$ cat src/rtl/uirq_pkg.sv
/*
 * constants of the usb device interrupt register block: offsets, fields,
 * reset values and timing.
 * assumes a 10 MHz aclk and 32-bit AXI4-Lite data.
 */
// Operation
// - disable write of one clears suspend, resume, frame or wakeup mask bit
// - enable write of one sets endpoint mask bit; zero does nothing
// - disable write of one clears endpoint mask bit; zero does nothing
// - mask register reads one for each enabled endpoint interrupt
// - mask register reads suspend, resume, frame and wakeup enables
// - mask bit 12 always reads one regardless of writes
// - resume mask bit is enabled out of reset
// - endpoint status raised by setup, bank data, transmit done or stall flag
// - endpoint status stays until software clears the cause flag
// - suspend status set after 3 ms without bus activity
// - resume status set whenever resume signalling is detected
// - resume status undefined after reset; software clears it first
// - frame start status set on each start-of-frame token
// - bus reset done status set when a bus reset finishes
// - wakeup status set on host resume or reset since last clear
// - wakeup status undefined after reset; software clears it
// - clear write of one clears suspend, resume, frame or reset-done status
// - clear write of one clears wakeup status
package uirq_pkg;

    // ***********************
    // register offsets
    // ***********************
    localparam int unsigned ADDR_W   = 8;
    localparam logic [7:0]  OFS_IER  = 8'h10;
    localparam logic [7:0]  OFS_IDR  = 8'h14;
    localparam logic [7:0]  OFS_IMR  = 8'h18;
    localparam logic [7:0]  OFS_ISR  = 8'h1C;
    localparam logic [7:0]  OFS_ICR  = 8'h20;

    // ***********************
    // field positions
    // ***********************
    localparam int unsigned NUM_EP            = 4;
    localparam int unsigned BIT_SUSPEND       = 8;
    localparam int unsigned BIT_RESUME        = 9;
    localparam int unsigned BIT_FRAME_START   = 11;
    localparam int unsigned BIT_UNMASKABLE    = 12;
    localparam int unsigned BIT_RESET_DONE    = 12;
    localparam int unsigned BIT_WAKEUP        = 13;
    localparam logic [31:0] MASK_WR_BITS      = 32'h0000_2B0F;
    localparam logic [31:0] STAT_CLR_BITS     = 32'h0000_3B00;
    localparam logic [31:0] MASK_RESET        = 32'h0000_0200;
    localparam logic [31:0] STAT_RESET        = 32'h0000_0000;

    // ***********************
    // axi responses
    // ***********************
    localparam logic [1:0]  RESP_OKAY   = 2'h0;
    localparam logic [1:0]  RESP_SLVERR = 2'h2;

    // ***********************
    // timing
    // ***********************
    localparam int unsigned CLK_PERIOD_NS       = 100;
    localparam int unsigned SUSPEND_IDLE_US     = 3000;
    localparam int unsigned SUSPEND_IDLE_CYCLES =
        (SUSPEND_IDLE_US * 1000 + CLK_PERIOD_NS - 1) / CLK_PERIOD_NS;

endpackage

$ cat src/rtl/uirq_reg_if.sv
/*
 * register access carrier between the bus slave and the register block.
 * assumes both ends on aclk; write is a one-cycle pulse, read is combinational.
 */
`timescale 1ns/100ps
interface uirq_reg_if;
    logic        wr_valid;
    logic [7:0]  wr_addr;
    logic [31:0] wr_data;
    logic [3:0]  wr_strb;
    logic        wr_hit;
    logic [7:0]  rd_addr;
    logic [31:0] rd_data;
    logic        rd_hit;

    modport bus  (output wr_valid, wr_addr, wr_data, wr_strb, rd_addr,
                  input  wr_hit, rd_data, rd_hit);
    modport regs (input  wr_valid, wr_addr, wr_data, wr_strb, rd_addr,
                  output wr_hit, rd_data, rd_hit);
endinterface

$ cat src/rtl/uirq_axil_slave.sv
/*
 * AXI4-Lite slave turning bus transfers into register pulses.
 * assumes the register side answers hits and read data combinationally.
 */
`timescale 1ns/100ps
module uirq_axil_slave
    import uirq_pkg::*;
(
    // clock and reset
    input  wire logic          aclk,
    input  wire logic          aresetn,
    // write channels
    input  wire logic [7:0]    awaddr,
    input  wire logic          awvalid,
    output logic               awready,
    input  wire logic [31:0]   wdata,
    input  wire logic [3:0]    wstrb,
    input  wire logic          wvalid,
    output logic               wready,
    output logic [1:0]         bresp,
    output logic               bvalid,
    input  wire logic          bready,
    // read channels
    input  wire logic [7:0]    araddr,
    input  wire logic          arvalid,
    output logic               arready,
    output logic [31:0]        rdata,
    output logic [1:0]         rresp,
    output logic               rvalid,
    input  wire logic          rready,
    // register side
    uirq_reg_if.bus            rif
);
    logic aw_full_r;
    logic w_full_r;

    assign awready      = !aw_full_r && !bvalid;
    assign wready       = !w_full_r && !bvalid;
    assign arready      = !rvalid;
    assign rif.wr_valid = aw_full_r && w_full_r && !bvalid;
    assign rif.rd_addr  = araddr;

    // *************************
    // write path
    // *************************
    always_ff @(posedge aclk) begin
        if (!aresetn) begin
            aw_full_r   <= 1'b0;
            w_full_r    <= 1'b0;
            rif.wr_addr <= 8'h00;
            rif.wr_data <= 32'h0000_0000;
            rif.wr_strb <= 4'h0;
            bvalid      <= 1'b0;
            bresp       <= RESP_OKAY;
        end else begin
            if (awvalid && awready) begin
                aw_full_r   <= 1'b1;
                rif.wr_addr <= awaddr;
            end
            if (wvalid && wready) begin
                w_full_r    <= 1'b1;
                rif.wr_data <= wdata;
                rif.wr_strb <= wstrb;
            end
            if (rif.wr_valid) begin
                aw_full_r <= 1'b0;
                w_full_r  <= 1'b0;
                bvalid    <= 1'b1;
                bresp     <= rif.wr_hit ? RESP_OKAY : RESP_SLVERR;
            end else if (bvalid && bready) begin
                bvalid <= 1'b0;
            end
        end
    end

    // *************************
    // read path
    // *************************
    always_ff @(posedge aclk) begin
        if (!aresetn) begin
            rvalid <= 1'b0;
            rdata  <= 32'h0000_0000;
            rresp  <= RESP_OKAY;
        end else if (arvalid && arready) begin
            rvalid <= 1'b1;
            rdata  <= rif.rd_data;
            rresp  <= rif.rd_hit ? RESP_OKAY : RESP_SLVERR;
        end else if (rvalid && rready) begin
            rvalid <= 1'b0;
        end
    end
endmodule

$ cat src/rtl/uirq_idle_timer.sv
/*
 * bus idle timer raising a one-cycle pulse after a run of idle cycles.
 * assumes bus_active comes from logic on aclk.
 */
`timescale 1ns/100ps
module uirq_idle_timer #(
    parameter int unsigned IDLE_CYCLES = 30000
) (
    // clock and reset
    input  wire logic  aclk,
    input  wire logic  aresetn,
    // bus state
    input  wire logic  bus_active,
    output logic       idle_pulse,
    output logic       suspended
);
    localparam int unsigned CNT_W = $clog2(IDLE_CYCLES + 1);
    localparam logic [CNT_W-1:0] LAST = CNT_W'(IDLE_CYCLES - 1);

    logic [CNT_W-1:0] count_r;

    always_ff @(posedge aclk) begin
        if (!aresetn || bus_active) begin
            count_r    <= '0;
            suspended  <= 1'b0;
            idle_pulse <= 1'b0;
        end else if (!suspended && count_r == LAST) begin
            suspended  <= 1'b1;
            idle_pulse <= 1'b1;
        end else begin
            idle_pulse <= 1'b0;
            if (!suspended) begin
                count_r <= count_r + CNT_W'(1);
            end
        end
    end
endmodule

$ cat src/rtl/uirq_usb_irq_regs.sv
/*
 * interrupt enable, disable, mask, status and clear logic of a usb device port.
 * assumes endpoint cause flags and bus events arrive from port logic on aclk;
 * event inputs are one-cycle pulses, cause flags and bus activity are levels.
 */
`timescale 1ns/100ps
module uirq_usb_irq_regs
    import uirq_pkg::*;
#(
    parameter int unsigned SUSPEND_CYCLES = SUSPEND_IDLE_CYCLES
) (
    // clock and reset
    input  wire logic                aclk,
    input  wire logic                aresetn,
    // axi write address
    input  wire logic [ADDR_W-1:0]   awaddr,
    input  wire logic                awvalid,
    output logic                     awready,
    // axi write data
    input  wire logic [31:0]         wdata,
    input  wire logic [3:0]          wstrb,
    input  wire logic                wvalid,
    output logic                     wready,
    // axi write response
    output logic [1:0]               bresp,
    output logic                     bvalid,
    input  wire logic                bready,
    // axi read address
    input  wire logic [ADDR_W-1:0]   araddr,
    input  wire logic                arvalid,
    output logic                     arready,
    // axi read data
    output logic [31:0]              rdata,
    output logic [1:0]               rresp,
    output logic                     rvalid,
    input  wire logic                rready,
    // endpoint cause flags, one bit per endpoint
    input  wire logic [NUM_EP-1:0]   setup_received_flag,
    input  wire logic [NUM_EP-1:0]   bank_a_received_flag,
    input  wire logic [NUM_EP-1:0]   bank_b_received_flag,
    input  wire logic [NUM_EP-1:0]   transmit_done_flag,
    input  wire logic [NUM_EP-1:0]   stall_handshake_flag,
    // bus events from the port
    input  wire logic                bus_activity,
    input  wire logic                resume_detect,
    input  wire logic                frame_start_detect,
    input  wire logic                bus_reset_detect,
    input  wire logic                bus_reset_done,
    // outputs
    output logic                     irq,
    output logic                     bus_suspended
);

    // ***********************
    // bus slave
    // ***********************
    uirq_reg_if rif ();

    uirq_axil_slave u_slave (
        .aclk    (aclk),
        .aresetn (aresetn),
        .awaddr  (awaddr),
        .awvalid (awvalid),
        .awready (awready),
        .wdata   (wdata),
        .wstrb   (wstrb),
        .wvalid  (wvalid),
        .wready  (wready),
        .bresp   (bresp),
        .bvalid  (bvalid),
        .bready  (bready),
        .araddr  (araddr),
        .arvalid (arvalid),
        .arready (arready),
        .rdata   (rdata),
        .rresp   (rresp),
        .rvalid  (rvalid),
        .rready  (rready),
        .rif     (rif)
    );

    // ***********************
    // suspend timer
    // ***********************
    logic suspend_pulse;

    uirq_idle_timer #(
        .IDLE_CYCLES (SUSPEND_CYCLES)
    ) u_idle (
        .aclk       (aclk),
        .aresetn    (aresetn),
        .bus_active (bus_activity),
        .idle_pulse (suspend_pulse),
        .suspended  (bus_suspended)
    );

    // ***********************
    // write decode
    // ***********************
    logic [31:0] strb_bits;
    logic [31:0] wr_bits;
    logic        wr_ier;
    logic        wr_idr;
    logic        wr_icr;

    assign strb_bits = {{8{rif.wr_strb[3]}}, {8{rif.wr_strb[2]}},
                        {8{rif.wr_strb[1]}}, {8{rif.wr_strb[0]}}};
    assign wr_bits   = rif.wr_data & strb_bits;
    assign wr_ier    = rif.wr_valid && rif.wr_addr == OFS_IER;
    assign wr_idr    = rif.wr_valid && rif.wr_addr == OFS_IDR;
    assign wr_icr    = rif.wr_valid && rif.wr_addr == OFS_ICR;

    always_comb begin
        unique case (rif.wr_addr)
            OFS_IER, OFS_IDR, OFS_IMR, OFS_ISR, OFS_ICR: rif.wr_hit = 1'b1;
            default:                                     rif.wr_hit = 1'b0;
        endcase
    end

    // ***********************
    // mask register
    // ***********************
    logic [31:0] mask_r;
    logic [31:0] mask_nxt;
    logic [31:0] mask_eff;

    always_comb begin
        mask_nxt = mask_r;
        if (wr_ier) begin
            mask_nxt = mask_nxt | (wr_bits & MASK_WR_BITS);
        end
        if (wr_idr) begin
            mask_nxt = mask_nxt & ~(wr_bits & MASK_WR_BITS);
        end
    end

    always_ff @(posedge aclk) begin
        if (!aresetn) begin
            mask_r <= MASK_RESET;
        end else begin
            mask_r <= mask_nxt;
        end
    end

    // unmaskable bit forced high
    assign mask_eff = mask_r | (32'h0000_0001 << BIT_UNMASKABLE);

    // ***********************
    // endpoint status
    // ***********************
    logic [NUM_EP-1:0] ep_stat_r;

    always_ff @(posedge aclk) begin
        if (!aresetn) begin
            ep_stat_r <= '0;
        end else begin
            ep_stat_r <= setup_received_flag | bank_a_received_flag
                       | bank_b_received_flag | transmit_done_flag
                       | stall_handshake_flag;
        end
    end

    // ***********************
    // bus event status
    // ***********************
    logic [31:0] ev_set;
    logic [31:0] ev_clr;
    logic [31:0] ev_stat_r;
    logic [31:0] status;

    always_comb begin
        ev_set = 32'h0000_0000;
        ev_set[BIT_SUSPEND]     = suspend_pulse;
        ev_set[BIT_RESUME]      = resume_detect;
        ev_set[BIT_FRAME_START] = frame_start_detect;
        ev_set[BIT_RESET_DONE]  = bus_reset_done;
        ev_set[BIT_WAKEUP]      = resume_detect | bus_reset_detect;
        ev_clr = wr_icr ? (wr_bits & STAT_CLR_BITS) : 32'h0000_0000;
    end

    always_ff @(posedge aclk) begin
        if (!aresetn) begin
            ev_stat_r <= STAT_RESET;
        end else begin
            ev_stat_r <= (ev_stat_r & ~ev_clr) | ev_set;
        end
    end

    assign status = ev_stat_r | {{(32-NUM_EP){1'b0}}, ep_stat_r};

    // ***********************
    // read decode
    // ***********************
    always_comb begin
        rif.rd_hit  = 1'b1;
        rif.rd_data = 32'h0000_0000;
        unique case (rif.rd_addr)
            OFS_IMR:                   rif.rd_data = mask_eff;
            OFS_ISR:                   rif.rd_data = status;
            OFS_IER, OFS_IDR, OFS_ICR: rif.rd_data = 32'h0000_0000;
            default:                   rif.rd_hit  = 1'b0;
        endcase
    end

    // ***********************
    // interrupt output
    // ***********************
    always_ff @(posedge aclk) begin
        if (!aresetn) begin
            irq <= 1'b0;
        end else begin
            irq <= |(status & mask_eff);
        end
    end
endmodule

$ cat config.mk
export PLATFORM = sky130hd
export DESIGN_NAME = uirq_usb_irq_regs
export DESIGN_NICKNAME = d
export VERILOG_FILES = /design/src/rtl/uirq_pkg.sv /design/src/rtl/uirq_reg_if.sv /design/src/rtl/uirq_axil_slave.sv /design/src/rtl/uirq_idle_timer.sv /design/src/rtl/uirq_usb_irq_regs.sv
export SDC_FILE = /design/constraint.sdc
export NUM_CORES = 1
export LEC_CHECK = 0
export BUFFER_PORTS_ARGS = -buffer_cell sky130_fd_sc_hd__buf_2
export CORE_MARGIN = 5
export CORE_UTILIZATION = 50
export CTS_CLUSTER_DIAMETER = 50
export CTS_CLUSTER_SIZE = 20
export DETAILED_ROUTE_END_ITERATION = 16
export GPL_TIMING_DRIVEN = 1
export HOLD_SLACK_MARGIN = 0.1
export PLACE_DENSITY = 0.91
export SYNTH_ARGS = -nofsm -noshare
export SYNTH_HDL_FRONTEND = slang
export SYNTH_SLANG_ARGS = --single-unit
$ cat constraint.sdc
create_clock -name aclk -period 4.6 [get_ports aclk]
set_input_delay 0.92 -clock aclk [delete_from_list [all_inputs] [get_ports aclk]]
set_output_delay 0.92 -clock aclk [all_outputs]
set_load 0.03 [all_outputs]
==> run metrics <==
postcts setup bufs=0; Max-Cap Viols=0; flop-to-flop setup slack=2620 ps; DR iter-0 viols=219; startpoint type of the worst setup path=primary input; number of global-route vias before repair=2,713; hold crit path type=reg2reg; Util after Layout=0.619; Yosys reg bits=69; RSZ-0062 raised after global routing=false; I/O Buffers=76; period utilization=0.472; Area after DPL=3450 sq um; TritonCTS Buffers=9; YS warnings=0; Primary FF master, synth=dfxtp_1; P per Cell Area=379 nW/um^2; diode count=0; Placement Rows=28; DR WL met3=694 um; Mapped Cells=371; critical path arrival=2440 ps; Post-synth EDFFs=0; largest net degree at the start of global routing=23; FF-to-FF path depth=5; Critical Path Fanout Max=22; clock sinks=69; share of layout cells above drive strength 1=0.236; Die Width=89.0 um; Vias per Instance=5.49; WL final=7.43 mm; full die area=7920 sq um; slew margin rel.=0.579; CTS Hold Bufs=0; Setup CP Type=in2reg; Worst-Skew Late Latency=350 ps; drt drc=0; via count=2,875; design area=3710 sq um; Max Slew Vio Count=0; hpwl dp=5.39 mm; CP Capture Type=register; CTS max path bufs=2; Congestion Overflow GR=0; top cells by area, synth=dfxtp_1, nand2_1, a21oi_1; Mapped Area=3120 sq um; Initial Util=0.521; area grow syn2layout=18.9%; Multi-input gate area=1540 sq um; CTS clk-pin slew, worst paths=70 ps; hold path cells=2; syn_area_per_cell=8.41 sq um; Register Area=1380 sq um; first-pass GRT wire length=12.1 mm; root cell of the clock tree=clkbuf_8; Core ar.=5990 sq um; worst clock skew=10.5 ps; VDD IR-drop max=268 uV; sequential-to-total area share from yosys stat=0.443; Fmax=461 MHz; setup ws final=2430 ps; Min Clock Period, post-route=2170 ps; top sig layer=met4; Async SR Flop Fraction=0; Yosys cell types=54; total I/O pin count=127; M1 WL=3.04 mm; Finish-stage setup viols=0; fill count=501; worst endpoint required time=4870 ps; post-cts sizing count=0; P_leak=1.53 nW; drt pass-1 iters=4; post-synth top area cell=dfxtp_1; CTS tree=yes; gr usage total=0.196; die height=89.0 um; met2 wire len=3.49 mm; routed len/inst=14.2 um; antenna viol nets, final=0; pre-CTS WS=2120 ps; H-tree depth=3; setup TNS=0 ps; post-synth top area share=0.443; actual slew at the worst max-slew pin=631 ps; Layout Nets=529; initial antenna violation count=0; final hold vios=0; Placer Congestion=0.972; status=complete, no violations
cell type report:
class	instances	share of cell area
clock inverters	3	0.0243
well taps	75	0.0253
inverters	12	0.0121
clock buffers	13	0.0456
repair buffers	77	0.105
multi-input cells	275	0.415
flip-flops and latches	69	0.373
critical path, stage by stage:
cell	delay, ps
buf_2	250
inv_1	350
buf_4	330
nor2_1	310
nand2_1	110
mux2i_1	150
stage by stage:
step	std cells	hold slack (ps)	power (mW)
after global placement	508	441	0.792
final	524	457	1.41
after floorplan	395	415	0.765
after global routing	524	475	1.46
after CTS	524	457	1.41
after detailed placement	508	447	0.798
sequential cells by signal, summed over array words and instances (netlist names), 2 cells and up:
signal               cells
u_idle.count_r          15
u_slave.rdata            9
u_slave.rif.wr_data      9
mask_r                   8
u_slave.rif.wr_addr      8
ev_stat_r                5
ep_stat_r                4
u_slave.rif.wr_strb      2
cells in the mapped netlist, drive strengths merged, types with 2 or more instances:
cell type	n
a21oi	38
a22oi	8
a31oi	5
and2	2
and3	2
and4	3
buf	27
clkbuf	12
dfxtp	69
inv	12
mux2	8
nand2	56
nand2b	4
nand3	12
nand4	2
nor2	31
nor2b	3
nor3	7
nor4	4
nor4b	3
o211ai	5
o21ai	11
o31ai	9
or3	4
or4	8
xnor2	3
kinds of logic (layout without fill, tap and decap cells):
family,Yosys count,count (layout),synth area share
AOI/OAI and AO/OA,87,87,0.173
muxes,9,9,0.0321
buffers and inverters,51,105,0.0923
xor gates and xnor gates,4,4,0.0112
other,1,25,0.00120
DFF,69,69,0.443
adders and majority gates,1,1,0.00401
and+or+nand+nor,149,149,0.243
layer usage:
layer,global-route usage,vias to the layer above
met5,0,-
met4,0.0893,0
met3,0.0590,16
met2,0.329,132
met1,0.232,1305
li1,-,1422
placed cells by master, fill, tap and decap left out, types with 9 or more instances in the layout:
master    Yosys  final
a21oi_1      38     38
buf_2         2     76
clkbuf_8      0     12
conb_1        1     25
dfxtp_1      69     69
inv_1        12     12
nand2_1      56     56
nand3_1      12     12
nor2_1       31     31
o21ai_0       9      9
o31ai_1       9      9
worst paths after layout:
check | startpoint | to
hold / removal | u_slave.rdata[12]$_SDFFE_PN0P_ | u_slave.rdata[12]$_SDFFE_PN0P_
hold reg to reg | u_slave.rdata[12]$_SDFFE_PN0P_ | u_slave.rdata[12]$_SDFFE_PN0P_
setup reg to reg | u_idle.count_r[0]$_SDFFE_PP0P_ | u_idle.count_r[11]$_SDFFE_PP0P_
setup / recovery | aresetn | u_idle.count_r[12]$_SDFFE_PP0P_
where the power goes:
| part | internal, mW | leakage (nW) | switching [mW] | total, mW |
|---|---|---|---|---|
| registers | 0.620 | 0.563 | 0.0169 | 0.636 |
| logic | 0.0483 | 0.833 | 0.100 | 0.149 |
| clock network | 0.405 | 0.130 | 0.216 | 0.621 |
| total | 1.07 | 1.53 | 0.333 | 1.41 |
(Power assumes the default switching activity.)
